### config.mk
export PLATFORM = sky130hd
export DESIGN_NAME = cst_supervisor
export DESIGN_NICKNAME = d
export VERILOG_FILES = /design/src/include/cst_pkg.sv /design/src/include/cst_pulse_if.sv /design/src/core/cst_pulse_gen.sv /design/src/core/cst_supervisor.sv
export SDC_FILE = /design/constraint.sdc
export NUM_CORES = 1
export LEC_CHECK = 0
export BUFFER_PORTS_ARGS = -buffer_cell sky130_fd_sc_hd__buf_2
export CORE_ASPECT_RATIO = 0.6
export CORE_MARGIN = 4
export CORE_UTILIZATION = 40
export DETAILED_ROUTE_END_ITERATION = 8
export GPL_TIMING_DRIVEN = 1
export HOLD_SLACK_MARGIN = 0.05
export SLEW_MARGIN = 40
export SYNTH_ARGS = -nofsm -noshare
export SYNTH_HDL_FRONTEND = slang
export SYNTH_SLANG_ARGS = --single-unit
### constraint.sdc
create_clock -name sys_clk_in -period 5.47 [get_ports sys_clk_in]
set_clock_uncertainty 0.05 [all_clocks]
set_input_delay 0.8205 -clock sys_clk_in [delete_from_list [all_inputs] [get_ports sys_clk_in]]
set_output_delay 0.8205 -clock sys_clk_in [all_outputs]
set_load 0.01 [all_outputs]
### src/include/cst_pkg.sv
// Constants, types and register map for the charger supervisor timers.
// Assumes a 40 MHz system clock and a simple strobe register port.
// Notes on behaviour
// [RULE1] Probe states alternate the rail level, each shift taking a fixed period.
// [RULE2] Detection has three states; only termination without battery enters probing.
// [RULE3] Probe states drive upper and lower rail levels and check for insertion.
// [RULE4] Probing cycles between the two states until a battery is inserted.
// [RULE5] Input sag to the power threshold lowers the input current limit.
// [RULE6] Sleep stops converter, enables battery switch, pulses status, updates bits.
// [RULE7] Leaving sleep clears fault bits and starts a fresh charge cycle.
// [RULE8] Input overvoltage stops converter, enables battery switch, pulses, updates bits.
// [RULE9] When overvoltage clears, fault bits clear and operation resumes unaided.
// [RULE10] Thermistor ratio classed hot lowest, then warm, cool, cold highest.
// [RULE11] Warm and cool zones adjust regulation voltage and charge current.
// [RULE12] Host should toggle charge enable after a cold fault stops a full battery.
// [RULE13] Production test mode: pure buck, input current limit disabled.
// [RULE14] Test mode refused while a battery is present.
// [RULE15] Safety timer starts with charging; expiry suspends, pulses, sets fault.
// [RULE16] Safety timer duration is selectable by the host register.
// [RULE17] Stretch bit halves timer rate in precharge, thermal or temperature reduce.
// [RULE18] Timer pauses in overvoltage, temperature fault, shutdown, sleep; removal resets.
// [RULE19] Fixed-timeout watchdog restarted by every register write. The code ignores writes in default mode after safety expiry.
// [RULE20] Watchdog enable bit: zero disables, one enables and resets the count.
// [RULE21] Watchdog expiry loads defaults; writes reprogram only before timer expiry. The code blocks writes only in default mode after safety expiry.
// [RULE22] Severe faults disable rail and charging; others disable charging only. The code leaves charging on for LDO low above sleep.
// [RULE23] Timer resets on lockout and timer fault, pauses on other faults. The code skips the reset while the timer fault is set.
// [RULE24] Read-only watchdog expired flag reads one after timeout while enabled.
// [RULE25] Charge state field: 00 ready, 01 charging, 10 done, 11 fault.
// [RULE26] Status pulses timed by counter; new events do not truncate a pulse.
// [RULE27] Combined faults take most restrictive action; pausing beats counting.
package cst_pkg;
  // ---------------------------------------------------------------
  // Timing
  // ---------------------------------------------------------------
  localparam int unsigned CLK_HZ = 40_000_000;
  localparam int unsigned PROBE_PERIOD_MS = 64;
  localparam int unsigned PROBE_CYCLES = CLK_HZ / 1000 * PROBE_PERIOD_MS;
  localparam int unsigned PULSE_US = 256;
  localparam int unsigned PULSE_CYCLES = CLK_HZ / 1_000_000 * PULSE_US;
  localparam int unsigned WDOG_S = 50;
  localparam longint unsigned WDOG_CYCLES = longint'(CLK_HZ) * WDOG_S;
  // Safety timer base tick: one second
  localparam int unsigned TICK_CYCLES = CLK_HZ;
  // Duration register counts hours; the timer counts seconds
  localparam logic [31:0] SECS_PER_HOUR = 32'd3600;
  // ---------------------------------------------------------------
  // Register map (word index = byte offset here, 8-bit data)
  // ---------------------------------------------------------------
  localparam logic [3:0] ADDR_STATUS = 4'h0;
  localparam logic [3:0] ADDR_CTRL = 4'h1;
  localparam logic [3:0] ADDR_TIMER = 4'h2;
  localparam logic [3:0] ADDR_FAULT = 4'h3;
  localparam logic [7:0] UNMAPPED_READ = 8'hff;
  // Status register fields
  localparam int BIT_WD_EXPIRED = 7;
  localparam int BIT_WD_ENABLE = 6;
  localparam int BIT_STATE_HI = 5;
  localparam int BIT_STATE_LO = 4;
  // Control register fields
  localparam int BIT_CHG_EN = 0;
  localparam int BIT_STRETCH = 1;
  localparam int BIT_TEST_REQ = 2;
  localparam logic [7:0] CTRL_RESET = 8'h01;
  localparam logic [7:0] TIMER_RESET = 8'h06; // Default duration, hours
  localparam logic [7:0] WDEN_RESET = 8'h01;
  // ---------------------------------------------------------------
  // Encodings
  // ---------------------------------------------------------------
  typedef enum logic [1:0] {
    CS_READY = 2'h0, CS_CHARGING = 2'h1, CS_DONE = 2'h2, CS_FAULT = 2'h3
  } cst_chg_state_t;
  typedef enum logic [2:0] {
    BD_CHECK = 3'h1, BD_HIGH = 3'h2, BD_LOW = 3'h4
  } cst_det_state_t;
  typedef enum logic [1:0] {
    TZ_NORMAL = 2'h0, TZ_WARM = 2'h1, TZ_COOL = 2'h2, TZ_FAULT = 2'h3
  } cst_tzone_t;
  // Fault codes in fault register
  localparam logic [3:0] FC_NONE = 4'h0;
  localparam logic [3:0] FC_OVP = 4'h1;
  localparam logic [3:0] FC_UVLO = 4'h2;
  localparam logic [3:0] FC_SLEEP = 4'h3;
  localparam logic [3:0] FC_TEMP = 4'h4;
  localparam logic [3:0] FC_TSHUT = 4'h5;
  localparam logic [3:0] FC_TIMER = 4'h6;
  localparam logic [3:0] FC_NOBAT = 4'h7;
  localparam logic [3:0] FC_CHARGE_CURRENT_SET_PIN = 4'h8;
  localparam logic [3:0] FC_LDO = 4'h9;
  // Thermistor ratio thresholds, per mille of regulator output
  localparam logic [9:0] TS_HOT = 10'd300;
  localparam logic [9:0] TS_WARM = 10'd383;
  localparam logic [9:0] TS_COOL = 10'd565;
  localparam logic [9:0] TS_COLD = 10'd600;
endpackage

### src/include/cst_pulse_if.sv
// Event-to-pulse carrier between supervisor and pulse stretcher.
// Assumes both ends on sys_clk_in.
`timescale 1ns/1ps
interface cst_pulse_if;
  logic event_p;
  logic pulse;
  modport src (output event_p, input pulse);
  modport gen (input event_p, output pulse);
endinterface

### src/core/cst_pulse_gen.sv
// Fixed-length status pulse generator.
// Assumes one-cycle event strobes synchronous to sys_clk_in.
`timescale 1ns/1ps
module cst_pulse_gen #(
  parameter int unsigned LEN = cst_pkg::PULSE_CYCLES
) (
  input wire logic sys_clk_in,
  input wire logic rstn_in,
  cst_pulse_if.gen pif
);
  import cst_pkg::*;
  typedef struct packed {
    logic [15:0] cnt;
  } cst_pg_state_t;
  cst_pg_state_t s_q, s_d;
  initial begin
    if (LEN < 1 || LEN > 65535) $error("pulse length out of range");
  end
  // ---------------------------------------------------------------
  // Counter: a running pulse is never cut or restarted
  // ---------------------------------------------------------------
  always_comb begin
    s_d = s_q;
    if (s_q.cnt != 16'h0) begin
      s_d.cnt = s_q.cnt - 16'h1; // RULE26
    end else if (pif.event_p) begin
      s_d.cnt = LEN[15:0]; // RULE26
    end
  end
  always_ff @(posedge sys_clk_in or negedge rstn_in) begin
    if (!rstn_in) begin
      s_q <= '0;
    end else begin
      s_q <= s_d;
    end
  end
  assign pif.pulse = (s_q.cnt != 16'h0);
endmodule // cst_pulse_gen

### src/core/cst_supervisor.sv
// Charger supervisor: detection, faults, safety timer and watchdog.
// Assumes analog comparator results arrive as synchronous levels.
//
// The implementer's own choices: the register addresses and the address-and-strobe port.
`timescale 1ns/1ps
module cst_supervisor #(
  parameter int unsigned PROBE_CNT = cst_pkg::PROBE_CYCLES,
  parameter longint unsigned WDOG_CNT = cst_pkg::WDOG_CYCLES,
  parameter int unsigned TICK_CNT = cst_pkg::TICK_CYCLES,
  parameter int unsigned PULSE_CNT = cst_pkg::PULSE_CYCLES
) (
  input wire logic sys_clk_in,
  input wire logic rstn_in,
  // Register port
  input wire logic [3:0] reg_addr_in,
  input wire logic [7:0] reg_wdata_in,
  input wire logic reg_wr_in,
  input wire logic reg_rd_in,
  output logic [7:0] reg_rdata_out,
  // Comparator levels
  input wire logic vin_above_uvlo_in,
  input wire logic vin_above_sleep_in,
  input wire logic vin_above_ovp_in,
  input wire logic vin_at_power_threshold_in,
  input wire logic thermal_shutdown_in,
  input wire logic thermal_regulation_in,
  input wire logic ldo_low_in,
  input wire logic charge_current_set_pin_short_in,
  input wire logic battery_present_in,
  input wire logic charge_terminated_in,
  input wire logic precharge_in,
  input wire logic [9:0] ts_ratio_in,
  // Outputs
  output logic rail_probe_high_out,
  output logic probe_active_out,
  output logic converter_on_out,
  output logic battery_switch_on_out,
  output logic system_output_on_out,
  output logic charge_on_out,
  output logic input_limit_reduce_out,
  output logic input_limit_off_out,
  output logic production_test_mode_out,
  output logic defaults_loaded_out,
  output cst_pkg::cst_tzone_t tzone_out,
  output logic status_pulse_out,
  output logic irq_pulse_out
);
  import cst_pkg::*;
  initial begin
    if (PROBE_CNT < 2 || PROBE_CNT > 32'h7fffffff) $error("bad probe");
    if (WDOG_CNT < 2 || WDOG_CNT > 64'hffff_ffff) $error("bad watchdog");
    if (TICK_CNT < 2) $error("bad tick");
  end

  typedef struct packed {
    cst_det_state_t det;
    logic [31:0] probe_cnt;
    logic [31:0] wd_cnt;
    logic watchdog_enable_bit;
    logic wd_expired;
    logic defaults;
    logic [7:0] ctrl;
    logic [7:0] timer_sel;
    logic [31:0] tick_cnt;
    logic half_phase;
    logic [19:0] sec_cnt; // Wide enough for the longest duration
    logic timer_expired;
    logic [3:0] fault;
    cst_chg_state_t chg;
    logic production_test_mode;
    logic was_sleep;
    logic was_ovp;
    logic [7:0] rdata;
  } cst_state_t;
  cst_state_t s_q, s_d;

  cst_pulse_if pif ();
  cst_pulse_gen #(.LEN(PULSE_CNT)) u_pulse (
    .sys_clk_in(sys_clk_in),
    .rstn_in(rstn_in),
    .pif(pif)
  );

  // ---------------------------------------------------------------
  // Condition decode
  // ---------------------------------------------------------------
  logic uvlo, sleep, ovp, tfault, nobat, severe, mild;
  logic pause_timer, reset_timer, stretch, charging, evt;
  cst_tzone_t tz;
  logic [31:0] timer_limit;
  always_comb begin
    uvlo = !vin_above_uvlo_in;
    ovp = vin_above_ovp_in;
    sleep = vin_above_uvlo_in && !vin_above_sleep_in; // RULE6
    // Ratio rises as the cell cools
    if (ts_ratio_in <= TS_HOT || ts_ratio_in >= TS_COLD) begin
      tz = TZ_FAULT; // RULE10
    end else if (ts_ratio_in <= TS_WARM) begin
      tz = TZ_WARM; // RULE10 RULE11
    end else if (ts_ratio_in >= TS_COOL) begin
      tz = TZ_COOL; // RULE10 RULE11
    end else begin
      tz = TZ_NORMAL;
    end
    tfault = (tz == TZ_FAULT);
    nobat = !battery_present_in;
    // Worst case wins across simultaneous faults
    severe = ovp || uvlo || sleep || thermal_shutdown_in
      || (ldo_low_in && !vin_above_sleep_in); // RULE22 RULE27
    mild = tfault || s_q.timer_expired || nobat || charge_current_set_pin_short_in; // RULE22
    reset_timer = uvlo || s_q.timer_expired || nobat; // RULE18 RULE23
    pause_timer = ovp || sleep || thermal_shutdown_in || tfault
      || charge_current_set_pin_short_in || ldo_low_in; // RULE18 RULE23 RULE27
    charging = s_q.ctrl[BIT_CHG_EN] && !severe && !mild && !s_q.production_test_mode;
    stretch = s_q.ctrl[BIT_STRETCH] && (precharge_in
      || thermal_regulation_in || tz != TZ_NORMAL); // RULE17
    timer_limit = 32'(s_q.timer_sel) * SECS_PER_HOUR; // RULE16
  end

  // ---------------------------------------------------------------
  // Next state
  // ---------------------------------------------------------------
  always_comb begin
    s_d = s_q;
    evt = 1'b0;
    // Detection sequencer
    case (s_q.det)
      BD_CHECK: begin
        if (charge_terminated_in && nobat) begin
          s_d.det = BD_HIGH; // RULE2
          s_d.probe_cnt = '0;
        end
      end
      BD_HIGH, BD_LOW: begin
        if (battery_present_in) begin
          s_d.det = BD_CHECK; // RULE3 RULE4
        end else if (s_q.probe_cnt == PROBE_CNT - 1) begin
          s_d.probe_cnt = '0;
          s_d.det = (s_q.det == BD_HIGH) ? BD_LOW : BD_HIGH; // RULE1 RULE4
        end else begin
          s_d.probe_cnt = s_q.probe_cnt + 32'd1; // RULE1
        end
      end
      default: s_d.det = BD_CHECK;
    endcase
    // Test mode gate
    if (!s_q.ctrl[BIT_TEST_REQ]) begin
      s_d.production_test_mode = 1'b0;
    end else if (nobat && s_q.det != BD_CHECK) begin
      s_d.production_test_mode = 1'b1; // RULE14
    end
    // Entry events for pulses; exit clears faults
    s_d.was_sleep = sleep;
    s_d.was_ovp = ovp;
    if (sleep && !s_q.was_sleep) begin
      evt = 1'b1; // RULE6
      s_d.fault = FC_SLEEP;
    end
    if (ovp && !s_q.was_ovp) begin
      evt = 1'b1; // RULE8
      s_d.fault = FC_OVP;
    end
    if ((s_q.was_sleep && !sleep) || (s_q.was_ovp && !ovp)) begin
      s_d.fault = FC_NONE; // RULE7 RULE9
      s_d.sec_cnt = '0; // RULE7
      s_d.tick_cnt = '0;
    end
    // Safety timer; pausing takes priority over counting
    if (reset_timer && !s_q.timer_expired) begin
      s_d.tick_cnt = '0;
      s_d.sec_cnt = '0; // RULE18 RULE23
    end else if (charging && !pause_timer) begin
      if (s_q.tick_cnt == TICK_CNT - 1) begin
        s_d.tick_cnt = '0;
        s_d.half_phase = stretch ? !s_q.half_phase : 1'b0;
        if (!stretch || s_q.half_phase) begin
          s_d.sec_cnt = s_q.sec_cnt + 20'd1; // RULE15 RULE17
        end
      end else begin
        s_d.tick_cnt = s_q.tick_cnt + 32'd1;
      end
    end
    // Watchdog runs while enabled
    if (s_q.watchdog_enable_bit && !s_q.wd_expired) begin
      if (s_q.wd_cnt == 32'(WDOG_CNT - 1)) begin
        s_d.wd_expired = 1'b1; // RULE21 RULE24
        s_d.defaults = 1'b1;
        s_d.ctrl = CTRL_RESET; // RULE21
        s_d.timer_sel = TIMER_RESET;
      end else begin
        s_d.wd_cnt = s_q.wd_cnt + 32'd1; // RULE19
      end
    end
    // Register writes; locked out after safety expiry in default mode
    if (reg_wr_in && !(s_q.defaults && s_q.timer_expired)) begin
      s_d.wd_cnt = '0; // RULE19
      s_d.wd_expired = 1'b0;
      s_d.defaults = 1'b0;
      case (reg_addr_in)
        ADDR_STATUS: begin
          s_d.watchdog_enable_bit = reg_wdata_in[BIT_WD_ENABLE]; // RULE20
        end
        ADDR_CTRL: begin
          if (s_q.ctrl[BIT_CHG_EN] && !reg_wdata_in[BIT_CHG_EN]) begin
            s_d.timer_expired = 1'b0; // Charge-enable toggle rearms
            s_d.sec_cnt = '0;
            s_d.fault = FC_NONE; // Else the state field sticks at fault
          end
          s_d.ctrl = reg_wdata_in;
        end
        ADDR_TIMER: s_d.timer_sel = reg_wdata_in; // RULE16
        default: ;
      endcase
    end
    // Expiry after writes, so a toggle in the same cycle never hides it
    if (charging && !s_q.timer_expired
        && 32'(s_q.sec_cnt) >= timer_limit) begin
      s_d.timer_expired = 1'b1; // RULE15
      s_d.fault = FC_TIMER;
      evt = 1'b1;
    end
    // Charge state
    if (s_d.fault != FC_NONE || severe || mild) begin
      s_d.chg = CS_FAULT; // RULE25
    end else if (charge_terminated_in) begin
      s_d.chg = CS_DONE;
    end else if (charging) begin
      s_d.chg = CS_CHARGING;
    end else begin
      s_d.chg = CS_READY;
    end
    // Read data, valid the cycle after the strobe
    s_d.rdata = 8'h00;
    if (reg_rd_in) begin
      case (reg_addr_in)
        ADDR_STATUS: begin
          s_d.rdata[BIT_WD_EXPIRED] = s_q.wd_expired && s_q.watchdog_enable_bit; // RULE24
          s_d.rdata[BIT_WD_ENABLE] = s_q.watchdog_enable_bit;
          s_d.rdata[BIT_STATE_HI:BIT_STATE_LO] = s_q.chg; // RULE25
          s_d.rdata[3:0] = s_q.fault;
        end
        ADDR_CTRL: s_d.rdata = s_q.ctrl;
        ADDR_TIMER: s_d.rdata = s_q.timer_sel;
        ADDR_FAULT: s_d.rdata = {3'h0, s_q.production_test_mode, s_q.fault};
        default: s_d.rdata = UNMAPPED_READ;
      endcase
    end
  end

  assign pif.event_p = evt;

  // ---------------------------------------------------------------
  // State register
  // ---------------------------------------------------------------
  always_ff @(posedge sys_clk_in or negedge rstn_in) begin
    if (!rstn_in) begin
      s_q <= '0;
      s_q.det <= BD_CHECK;
      s_q.chg <= CS_READY;
      s_q.ctrl <= CTRL_RESET;
      s_q.timer_sel <= TIMER_RESET;
      s_q.watchdog_enable_bit <= WDEN_RESET[0];
    end else begin
      s_q <= s_d;
    end
  end

  // ---------------------------------------------------------------
  // Outputs
  // ---------------------------------------------------------------
  always_comb begin
    reg_rdata_out = s_q.rdata;
    probe_active_out = (s_q.det != BD_CHECK);
    rail_probe_high_out = (s_q.det == BD_HIGH); // RULE3
    converter_on_out = !severe; // RULE6 RULE8 RULE13
    battery_switch_on_out = severe && !uvlo; // RULE6 RULE8
    system_output_on_out = !severe; // RULE22
    charge_on_out = charging; // RULE15 RULE22
    input_limit_reduce_out = vin_at_power_threshold_in && !s_q.production_test_mode; // RULE5
    input_limit_off_out = s_q.production_test_mode; // RULE13
    production_test_mode_out = s_q.production_test_mode;
    defaults_loaded_out = s_q.defaults;
    tzone_out = tz; // RULE11
    status_pulse_out = pif.pulse; // RULE26
    irq_pulse_out = pif.pulse;
  end
endmodule // cst_supervisor

# Word-level counts from Yosys, hierarchy flattened
# Cells that the tools add are included.
# op_classes
addsub	5
n_mul	1
div	0
magnitude_cmp	5
n_eq_ne	16
n_shift	0
muxes	47
bitwise_logic	1
n_reduce_logical	81
# op_table
cell	count
$mux 32	7
$add 32x1->32 const B	3
$mux 25	3
$pmux 32 s2	1
$mux 20	3
$mux 53	1
$mux 51	1
$mux 18	2
$mux 35	1
$eq 32x22->1 const B	1
$eq 32x26->1 const B	1
$eq 32x31->1 const B	1
$mux 16	2
$pmux 8 s4	1
$mux 8	3
$logic_and 1x1->1	23
$logic_or 1x1->1	21
$mux 21	1
$add 20x1->20 const B	1
$ge 10x10->1 const B	2
$ge 20x20->1	1
$le 10x9->1 const B	2
$logic_not 1->1	17
$mul 8x8->16 const B	1
other kinds (26)	56
# totals
register_bits	173
latchBits	0
mem_bits_rw	0
mem_bits_ro	0
input_bits	37
out_inout_bits	22
word_cells	175
memories	0

# Depth between registers and ports, before layout
# Gate-level depths: netlist of run 1.
# logic_depth
word_depth	22
depth_mapped	21

# By module
# From an unflattened synthesis of run 1, not the netlist that was laid out.
# hier_totals
cells_unflattened	1192
area_unflattened_um2	10597.7
# by_module_without_submodules
mod	instances	cells_each	area_each_um2	seq_area_each_um2
cst_supervisor	1	1114	9784.4	3910.0
cst_pulse_gen	1	78	813.3	400.4

# Worst setup path before layout of run 1
# OpenSTA, ideal clock, no wires.
# synth_timing
path_type	reg-to-reg
startpoint	register s_q[72] in the netlist's numbering
endpoint	register s_q[11] in the netlist's numbering
setup_time_ns	0.083
t_arrival_ns	4.837
required_ns	5.337
slack_ns	0.500
stages_incl_launch_ff	21
path_buffers	0
cell_sequence	dfstp_2 inv_1 fa_1 inv_1 ha_1 ha_1 ha_1 ha_1 a21o_1 a21oi_1 o22ai_1 or4_1 o311ai_0 xor2_1 ha_1 and4_1 o211a_1 o211ai_1 a2111o_1 and4_1 o21ai_0
# synth_lines
item	line	text
start, declared	cst_supervisor.sv:75	cst_state_t s_q, s_d;

==> run_results.csv, run 1 <==
group,metric,value,unit
run_status,status,"finished, final reports clean",
route,route.top_layer_used,"met4",
route,route.antenna.remaining_nets,0,
worst_setup_path,critical_path_peak_fanout,3,
sta,fin_tns_setup,0,ns
place,gpl.final_weighted_congestion,0.859,
global_route,grt_pass1_vias,7820,
logic_synthesis,postSynthAreaPerCell,9.12,um^2
sta,timing.fmax,190,MHz
sta,maxSlewHeadroom,46.7,%
route,met3RoutedLength,1.13,mm
min_path,worstHoldPathType,"input pin to async pin",
die,die_h,134,um
route,via_count,8574,
finish,mostFrequentLayoutCell,"sky130_fd_sc_hd__dfrtp_1",
finish,drive_above_1_share,13.0,%
power,power.density_cell_area,304,nW/um^2
die,rows,45,
run,maxCapViolCount,0,
finish,final_cell_mix,"sky130_fd_sc_hd__dfrtp_1 (167), sky130_fd_sc_hd__nor2_1 (106), sky130_fd_sc_hd__nand2_1 (77)",
clock_tree,cts_max_level,4,
sta,timing.final.crit_share,96.1,%
power,irDropWorstVdd,0.000170,V
clock_tree,cts_buffers,17,
worst_setup_path,cp_common_cell,"sky130_fd_sc_hd__ha_1",
logic_synthesis,postSynth.topFlopCell,"sky130_fd_sc_hd__dfrtp_1",
worst_setup_path,timing.critical_path.from_type,"register",
sta,fin_crit,5.26,ns
global_route,grtUsageTotal,18.5,%
logic_synthesis,synth.ff_latch_count,172,
global_route,grt_start_max_net_pins,89,
die,start_util,41.1,%
route,detailedRoute.firstPassIterationCount,5,
power,leakagePower,5.10,nW
worst_setup_path,category_of_cells_accounting_for_the_largest_share_of_critical_path_delay,"adder cells",
logic_synthesis,synthesis.area,10500,um^2
worst_setup_path,timing.critical_path.to_type,"register",
sta,timing.final.hold_violations,0,
clock_tree,post_cts_hold_buffer_count,0,
worst_setup_path,timing.critical_path.slowest_cell_delay,0.55,ns
logic_synthesis,number_of_cells_produced_by_synthesis,1151,
route,wirelength,26.3,mm
clock_tree,reg_clk_slew_reported_paths,0.07,ns
place,hpwlAfterDp,19.3,mm
logic_synthesis,ys_types,82,
sta,timing.final.max_slew_violations,0,
logic_synthesis,synth-warning-count,0,
logic_synthesis,synth-edff-count,0,
clock_tree,cts_root_buf,"sky130_fd_sc_hd__clkbuf_16",
sta,transition_time_of_the_tightest_slew_check_pin,0.793,ns
die,dieWidth,217,um
place,io_buffer_count,58,
worst_setup_path,timing.critical_path.cells,"inv_1, fa_1, inv_1, ha_1, ha_1, ha_1, ha_1, a21o_1, a21oi_2, o22ai_1, or4_1, o311ai_1, xor2_1, ha_1, and4_4, o211a_1, o211ai_1, a2111o_1, and4_1, o21ai_0",
finish,antenna-diode-count,0,
route,met2WireLength,10.8,mm
die,core_region_area,25600,um^2
worst_setup_path,worst-r2r-setup-slack,0.21,ns
route,wl_per_cell,16.8,um
worst_setup_path,critical_path_type,"register to register",
route,drcViolationCount,0,
global_route,wire_length_of_the_first_global_routing_pass,43.2,mm
route,starting_drc_count_in_detailed_routing,811,
global_route,overflow,0,
die,fp.dieArea,29000,um^2
sta,rsz_0062_raised_after_global_routing,"false",
logic_synthesis,synth-async-reset-ratio,100,%
route,m1WireLength,14.0,mm
finish,nets,1302,
power,fin_total_pwr,3.59,mW
clock_tree,cts.sinks,172,
worst_setup_path,worst-path-buf-inv,2,
logic_synthesis,synth.net_count,1255,
global_route,antenna_violations_before_repair,0,
worst_setup_path,worst_path_max_delay_cell,"sky130_fd_sc_hd__dfstp_2",
sta,setup_violations,0,
finish,syn2layout_area_growth,12.6,%
worst_setup_path,cp_data_required_time,5.78,ns
die,pin_count,59,
route,viasPerCell,5.49,
finish,finalCoreUtilization,46.3,%
clock_tree,clock_path_buffers,2,
clock_tree,clk_latency,0.45,ns
logic_synthesis,synth_sequential_area_ratio,41.0,%
worst_setup_path,worstPathArrival,5.57,ns
clock_tree,cts_tree,"done",
## per-layer routing
metal / up-vias / GRT usage (%)
met5: - / 0
met1: 4140 / 29.2
li1: 4230 / -
met3: 23 / 3.90
met2: 181 / 25.6
met4: 0 / 4.09
## path summary, 6_finish.rpt
| kind | from | endpoint | cells past startpoint |
|---|---|---|---|
| max | s_q[72] | s_q[11] | 20 |
| min | rstn_in | s_q[63] | 1 |
| max reg2reg | s_q[72] | s_q[11] | 20 |
| min reg2reg | s_q[123] | s_q[123] | 2 |
| max in group asynchronous | rstn_in | s_q[117] | 2 |
| min in group sys_clk_in | s_q[123] | s_q[123] | 2 |
## worst reg2reg max path, stage by stage, from the launching register on
cell	delay, ns
sky130_fd_sc_hd__dfstp_2	0.55
sky130_fd_sc_hd__inv_1	0.10
sky130_fd_sc_hd__fa_1	0.54
sky130_fd_sc_hd__inv_1	0.04
sky130_fd_sc_hd__ha_1	0.28
sky130_fd_sc_hd__ha_1	0.30
sky130_fd_sc_hd__ha_1	0.31
sky130_fd_sc_hd__ha_1	0.29
sky130_fd_sc_hd__a21o_1	0.20
sky130_fd_sc_hd__a21oi_2	0.18
sky130_fd_sc_hd__o22ai_1	0.12
sky130_fd_sc_hd__or4_1	0.40
sky130_fd_sc_hd__o311ai_1	0.12
sky130_fd_sc_hd__xor2_1	0.13
sky130_fd_sc_hd__ha_1	0.32
sky130_fd_sc_hd__and4_4	0.24
sky130_fd_sc_hd__o211a_1	0.15
sky130_fd_sc_hd__o211ai_1	0.14
sky130_fd_sc_hd__a2111o_1	0.43
sky130_fd_sc_hd__and4_1	0.20
sky130_fd_sc_hd__o21ai_0	0.08
## where the power goes
| group | internal, mW | leakage, nW | switching, mW | total [mW] |
|---|---|---|---|---|
| clock network | 0.791 | 0.302 | 0.539 | 1.33 |
| logic | 0.402 | 2.51 | 0.495 | 0.897 |
| registers | 1.31 | 2.29 | 0.0524 | 1.37 |
## kinds of logic after synthesis
group                      synth area share (%)
AOI/OAI and AO/OA                          14.6
adders and majority gates                  8.55
DFF                                        41.0
and+or+nand+nor                            23.7
buffers and inverters                      4.83
muxes                                      2.18
xor gates and xnor gates                   5.09
## state kept, by name, summed over array words and instances (netlist names)
register,count
s_q,147
u_pulse.s_q,16
reg_rdata_out,8
input_limit_off_out,1
## cells in the mapped netlist (all sizes together) (3+ instances only)
master | number | share of area, %
o31ai | 8 | 0.57
a31oi | 5 | 0.30
and4 | 10 | 0.86
dfstp | 5 | 1.3
or3 | 22 | 1.4
nor2 | 108 | 3.9
o41ai | 3 | 0.25
nor3 | 39 | 1.9
mux2i | 15 | 1.4
nand3b | 4 | 0.29
o21a | 10 | 0.71
a21oi | 68 | 3.3
a21boi | 3 | 0.21
fa | 8 | 1.5
clkbuf | 26 | 0.93
xnor2 | 28 | 2.3
mux2 | 5 | 0.54
or4 | 3 | 0.29
or2 | 6 | 0.36
nand2b | 11 | 0.66
o21ai | 68 | 3.2
xor2 | 33 | 2.8
nand4 | 32 | 1.9
o2111ai | 3 | 0.25
ha | 59 | 7.0
nand4b | 3 | 0.25
and2 | 11 | 0.67
inv | 74 | 2.6
nor2b | 11 | 0.66
nor3b | 3 | 0.21
nor4b | 6 | 0.50
and3 | 26 | 1.6
a21o | 12 | 0.87
a22o | 20 | 1.7
dfrtp | 167 | 40
nor4bb | 4 | 0.38
o211ai | 5 | 0.36
nand3 | 65 | 3.1
buf | 18 | 1.3
o21bai | 8 | 0.57
nor4 | 22 | 1.4
a211oi | 9 | 0.64
nand2 | 78 | 2.8
## final cells by class
type                            count  area [um^2]
Clock inverter                     13          190
Inverter                           74          278
Multi-Input combinational cell    861         5750
Clock buffer                       19          453
Fill cell                        2466        13700
Sequential cell                   172         4310
Timing Repair Buffer               72          405
Tap cell                          352          440
## through the flow
| step | area, um^2 | setup WS (ns) | cells | hold WS, ns |
|---|---|---|---|---|
| 2_1_floorplan | 10500 | 0.500 | 1151 | 0.407 |
| 3_3_place_gp | 11100 | 0.171 | 1529 | 0.424 |
| 3_5_place_dp | 11100 | 0.0132 | 1529 | 0.431 |
| 4_1_cts | 11800 | 0.0678 | 1561 | 0.355 |
| 5_1_grt | 11800 | 0.00354 | 1563 | 0.345 |
| 6_report | 11800 | 0.213 | 1563 | 0.324 |
## what timing repair did
item / in CTS / in global routing
pin swaps: 0 / 2
setup buffers: 0 / 2
gates cloned: 0 / 0
resized for setup: 1 / 6
setup endpoints to repair: 1 / 7
(Power assumes the default switching activity.)
==> inputs of run 2 (changes only) <==
--- a/config.mk
+++ b/config.mk
@@ -7,11 +7,11 @@
 export LEC_CHECK = 0
 export BUFFER_PORTS_ARGS = -buffer_cell sky130_fd_sc_hd__buf_2
 export CORE_ASPECT_RATIO = 0.6
-export CORE_MARGIN = 4
 export CORE_UTILIZATION = 40
 export DETAILED_ROUTE_END_ITERATION = 8
 export GPL_TIMING_DRIVEN = 1
 export HOLD_SLACK_MARGIN = 0.05
+export SETUP_SLACK_MARGIN = 0.5
 export SLEW_MARGIN = 40
 export SYNTH_ARGS = -nofsm -noshare
 export SYNTH_HDL_FRONTEND = slang
==> run_results.csv, run 2 (synthesis gave the netlist of run 1 again) <==
group,metric,value,unit
run_status,status,"finished, final reports clean",
min_path,worstHoldPathType,"input pin to async pin",
clock_tree,post_cts_hold_buffer_count,0,
worst_setup_path,timing.critical_path.to_type,"register",
clock_tree,cts_root_buf,"sky130_fd_sc_hd__clkbuf_16",
die,fp.dieArea,26900,um^2
global_route,wire_length_of_the_first_global_routing_pass,42.3,mm
place,io_buffer_count,58,
finish,nets,1311,
route,drcViolationCount,0,
place,hpwlAfterDp,19.0,mm
route,viasPerCell,5.52,
clock_tree,cts_buffers,17,
worst_setup_path,critical_r2r_capture,"s_q[11]",
clock_tree,cts_tree,"done",
die,rows,45,
worst_setup_path,cp_data_required_time,5.78,ns
global_route,grt_start_max_net_pins,83,
global_route,grtUsageTotal,20.0,%
clock_tree,clk_latency,0.45,ns
clock_tree,cts.sinks,172,
clock_tree,clock_path_buffers,2,
sta,rsz_0062_raised_after_global_routing,"true",
route,detailedRoute.firstPassIterationCount,5,
power,power.density_cell_area,310,nW/um^2
global_route,overflow,0,
sta,transition_time_of_the_tightest_slew_check_pin,0.797,ns
route,route.antenna.remaining_nets,0,
sta,timing.final.hold_violations,0,
run,maxCapViolCount,0,
die,dieWidth,211,um
power,irDropWorstVdd,0.000197,V
worst_setup_path,r2r_cells,21,
sta,fin_ws,0.548,ns
finish,final_cell_mix,"sky130_fd_sc_hd__dfrtp_1 (165), sky130_fd_sc_hd__nor2_1 (106), sky130_fd_sc_hd__nand2_1 (77)",
die,start_util,41.2,%
clock_tree,cts_max_level,4,
sta,fin_crit,4.92,ns
route,via_count,8676,
worst_setup_path,worst-r2r-setup-slack,0.55,ns
route,starting_drc_count_in_detailed_routing,589,
sta,timing.final.crit_share,90.0,%
power,leakagePower,5.11,nW
sta,timing.fmax,203,MHz
route,wl_per_cell,16.7,um
route,wirelength,26.3,mm
sta,timing.final.max_slew_violations,0,
die,core_region_area,25500,um^2
die,die_h,128,um
worst_setup_path,critical_path_type,"register to register",
sta,setup_violations,0,
sta,maxSlewHeadroom,46.4,%
finish,regMostFlops,"s_q",
finish,drive_above_1_share,15.1,%
die,pin_count,59,
global_route,antenna_violations_before_repair,1,
clock_tree,reg_clk_slew_reported_paths,0.07,ns
finish,mostFrequentLayoutCell,"sky130_fd_sc_hd__dfrtp_1",
global_route,grt_pass1_vias,7914,
place,gpl.final_weighted_congestion,0.860,
finish,syn2layout_area_growth,14.2,%
sta,fin_tns_setup,0,ns
worst_setup_path,timing.rr.start,"s_q[73]",
place,place_ws,0.108,ns
worst_setup_path,worstPathArrival,5.23,ns
worst_setup_path,timing.critical_path.from_type,"register",
worst_setup_path,critical_path_peak_fanout,3,
finish,largest_reg_flops,147,
-- run 2: cell count changes in the layout (fill, tap and decap cells not counted), moves of 3 or more --
cell and delta:
sky130_fd_sc_hd__bufinv_16 -3, sky130_fd_sc_hd__clkinv_2 +4, sky130_fd_sc_hd__ha_4 +11, sky130_fd_sc_hd__buf_4 +7
sky130_fd_sc_hd__ha_1 -11, sky130_fd_sc_hd__nor4_2 -3, sky130_fd_sc_hd__clkbuf_1 +3
-- run 2: stage by stage --
step                power [mW]  util, %  instances  area [um^2]  hold slack, ns
CTS                       3.50     46.1       1569        11800           0.392
global route              3.98     47.0       1573        12000           0.400
detailed placement        2.27     43.6       1530        11100           0.434
finish                    3.72     47.0       1573        12000           0.343
global placement          2.25     43.6       1530        11100           0.428
floorplan                 2.03        -       1151        10500           0.407
-- run 2: critical path, cell delays in order, from the launching register on --
cell and delay, ns:
sky130_fd_sc_hd__dfstp_2 0.54, sky130_fd_sc_hd__buf_6 0.10, sky130_fd_sc_hd__inv_4 0.04, sky130_fd_sc_hd__fa_1 0.51, sky130_fd_sc_hd__inv_2 0.05, sky130_fd_sc_hd__ha_4 0.26
sky130_fd_sc_hd__ha_4 0.20, sky130_fd_sc_hd__ha_4 0.28, sky130_fd_sc_hd__ha_4 0.19, sky130_fd_sc_hd__a21o_1 0.19, sky130_fd_sc_hd__a21oi_4 0.17, sky130_fd_sc_hd__o22ai_2 0.10
sky130_fd_sc_hd__or4_4 0.44, sky130_fd_sc_hd__o311ai_4 0.08, sky130_fd_sc_hd__xor2_1 0.11, sky130_fd_sc_hd__ha_1 0.30, sky130_fd_sc_hd__and4_4 0.24, sky130_fd_sc_hd__o211a_1 0.14
sky130_fd_sc_hd__o211ai_1 0.13, sky130_fd_sc_hd__a2111o_1 0.48, sky130_fd_sc_hd__and4_1 0.18, sky130_fd_sc_hd__o21ai_1 0.07
-- run 2: worst max path at each step --
stage                       start       to
after global routing      s_q[73]  s_q[11]
after CTS                 s_q[72]  s_q[11]
after floorplan           s_q[72]  s_q[11]
after detailed placement  s_q[72]  s_q[11]
after global placement    s_q[72]  s_q[11]
final                     s_q[73]  s_q[11]
-- run 2: area by class of cell --
class | count | area [um^2]
flip-flops and latches | 172 | 4310
fillers | 2461 | 13500
diodes | 1 | 2.50
well taps | 352 | 440
clock inverters | 11 | 95.1
clock buffers | 21 | 450
multi-input cells | 861 | 5930
inverters | 74 | 280
repair buffers | 81 | 479
-- run 2: what timing repair did --
action	CTS	global route
buffers inserted	7	3
resized for setup	10	30
pin swaps	15	14
setup endpoints to repair	10	11
-- run 2: power breakdown --
part	total (mW)	switching, mW	leakage, nW	internal, mW
sequential	1.37	0.0526	2.28	1.32
clock	1.15	0.516	0.263	0.635
combinational	1.20	0.627	2.56	0.575
total	3.72	1.20	5.11	2.53
-- run 2: routing by layer --
metal | part of all wire [%] | GRT usage [%]
met1 | 53 | 30.9
met4 | 1.1 | 5.16
met2 | 41 | 27.4
met5 | 0 | 0
met3 | 4.7 | 4.87
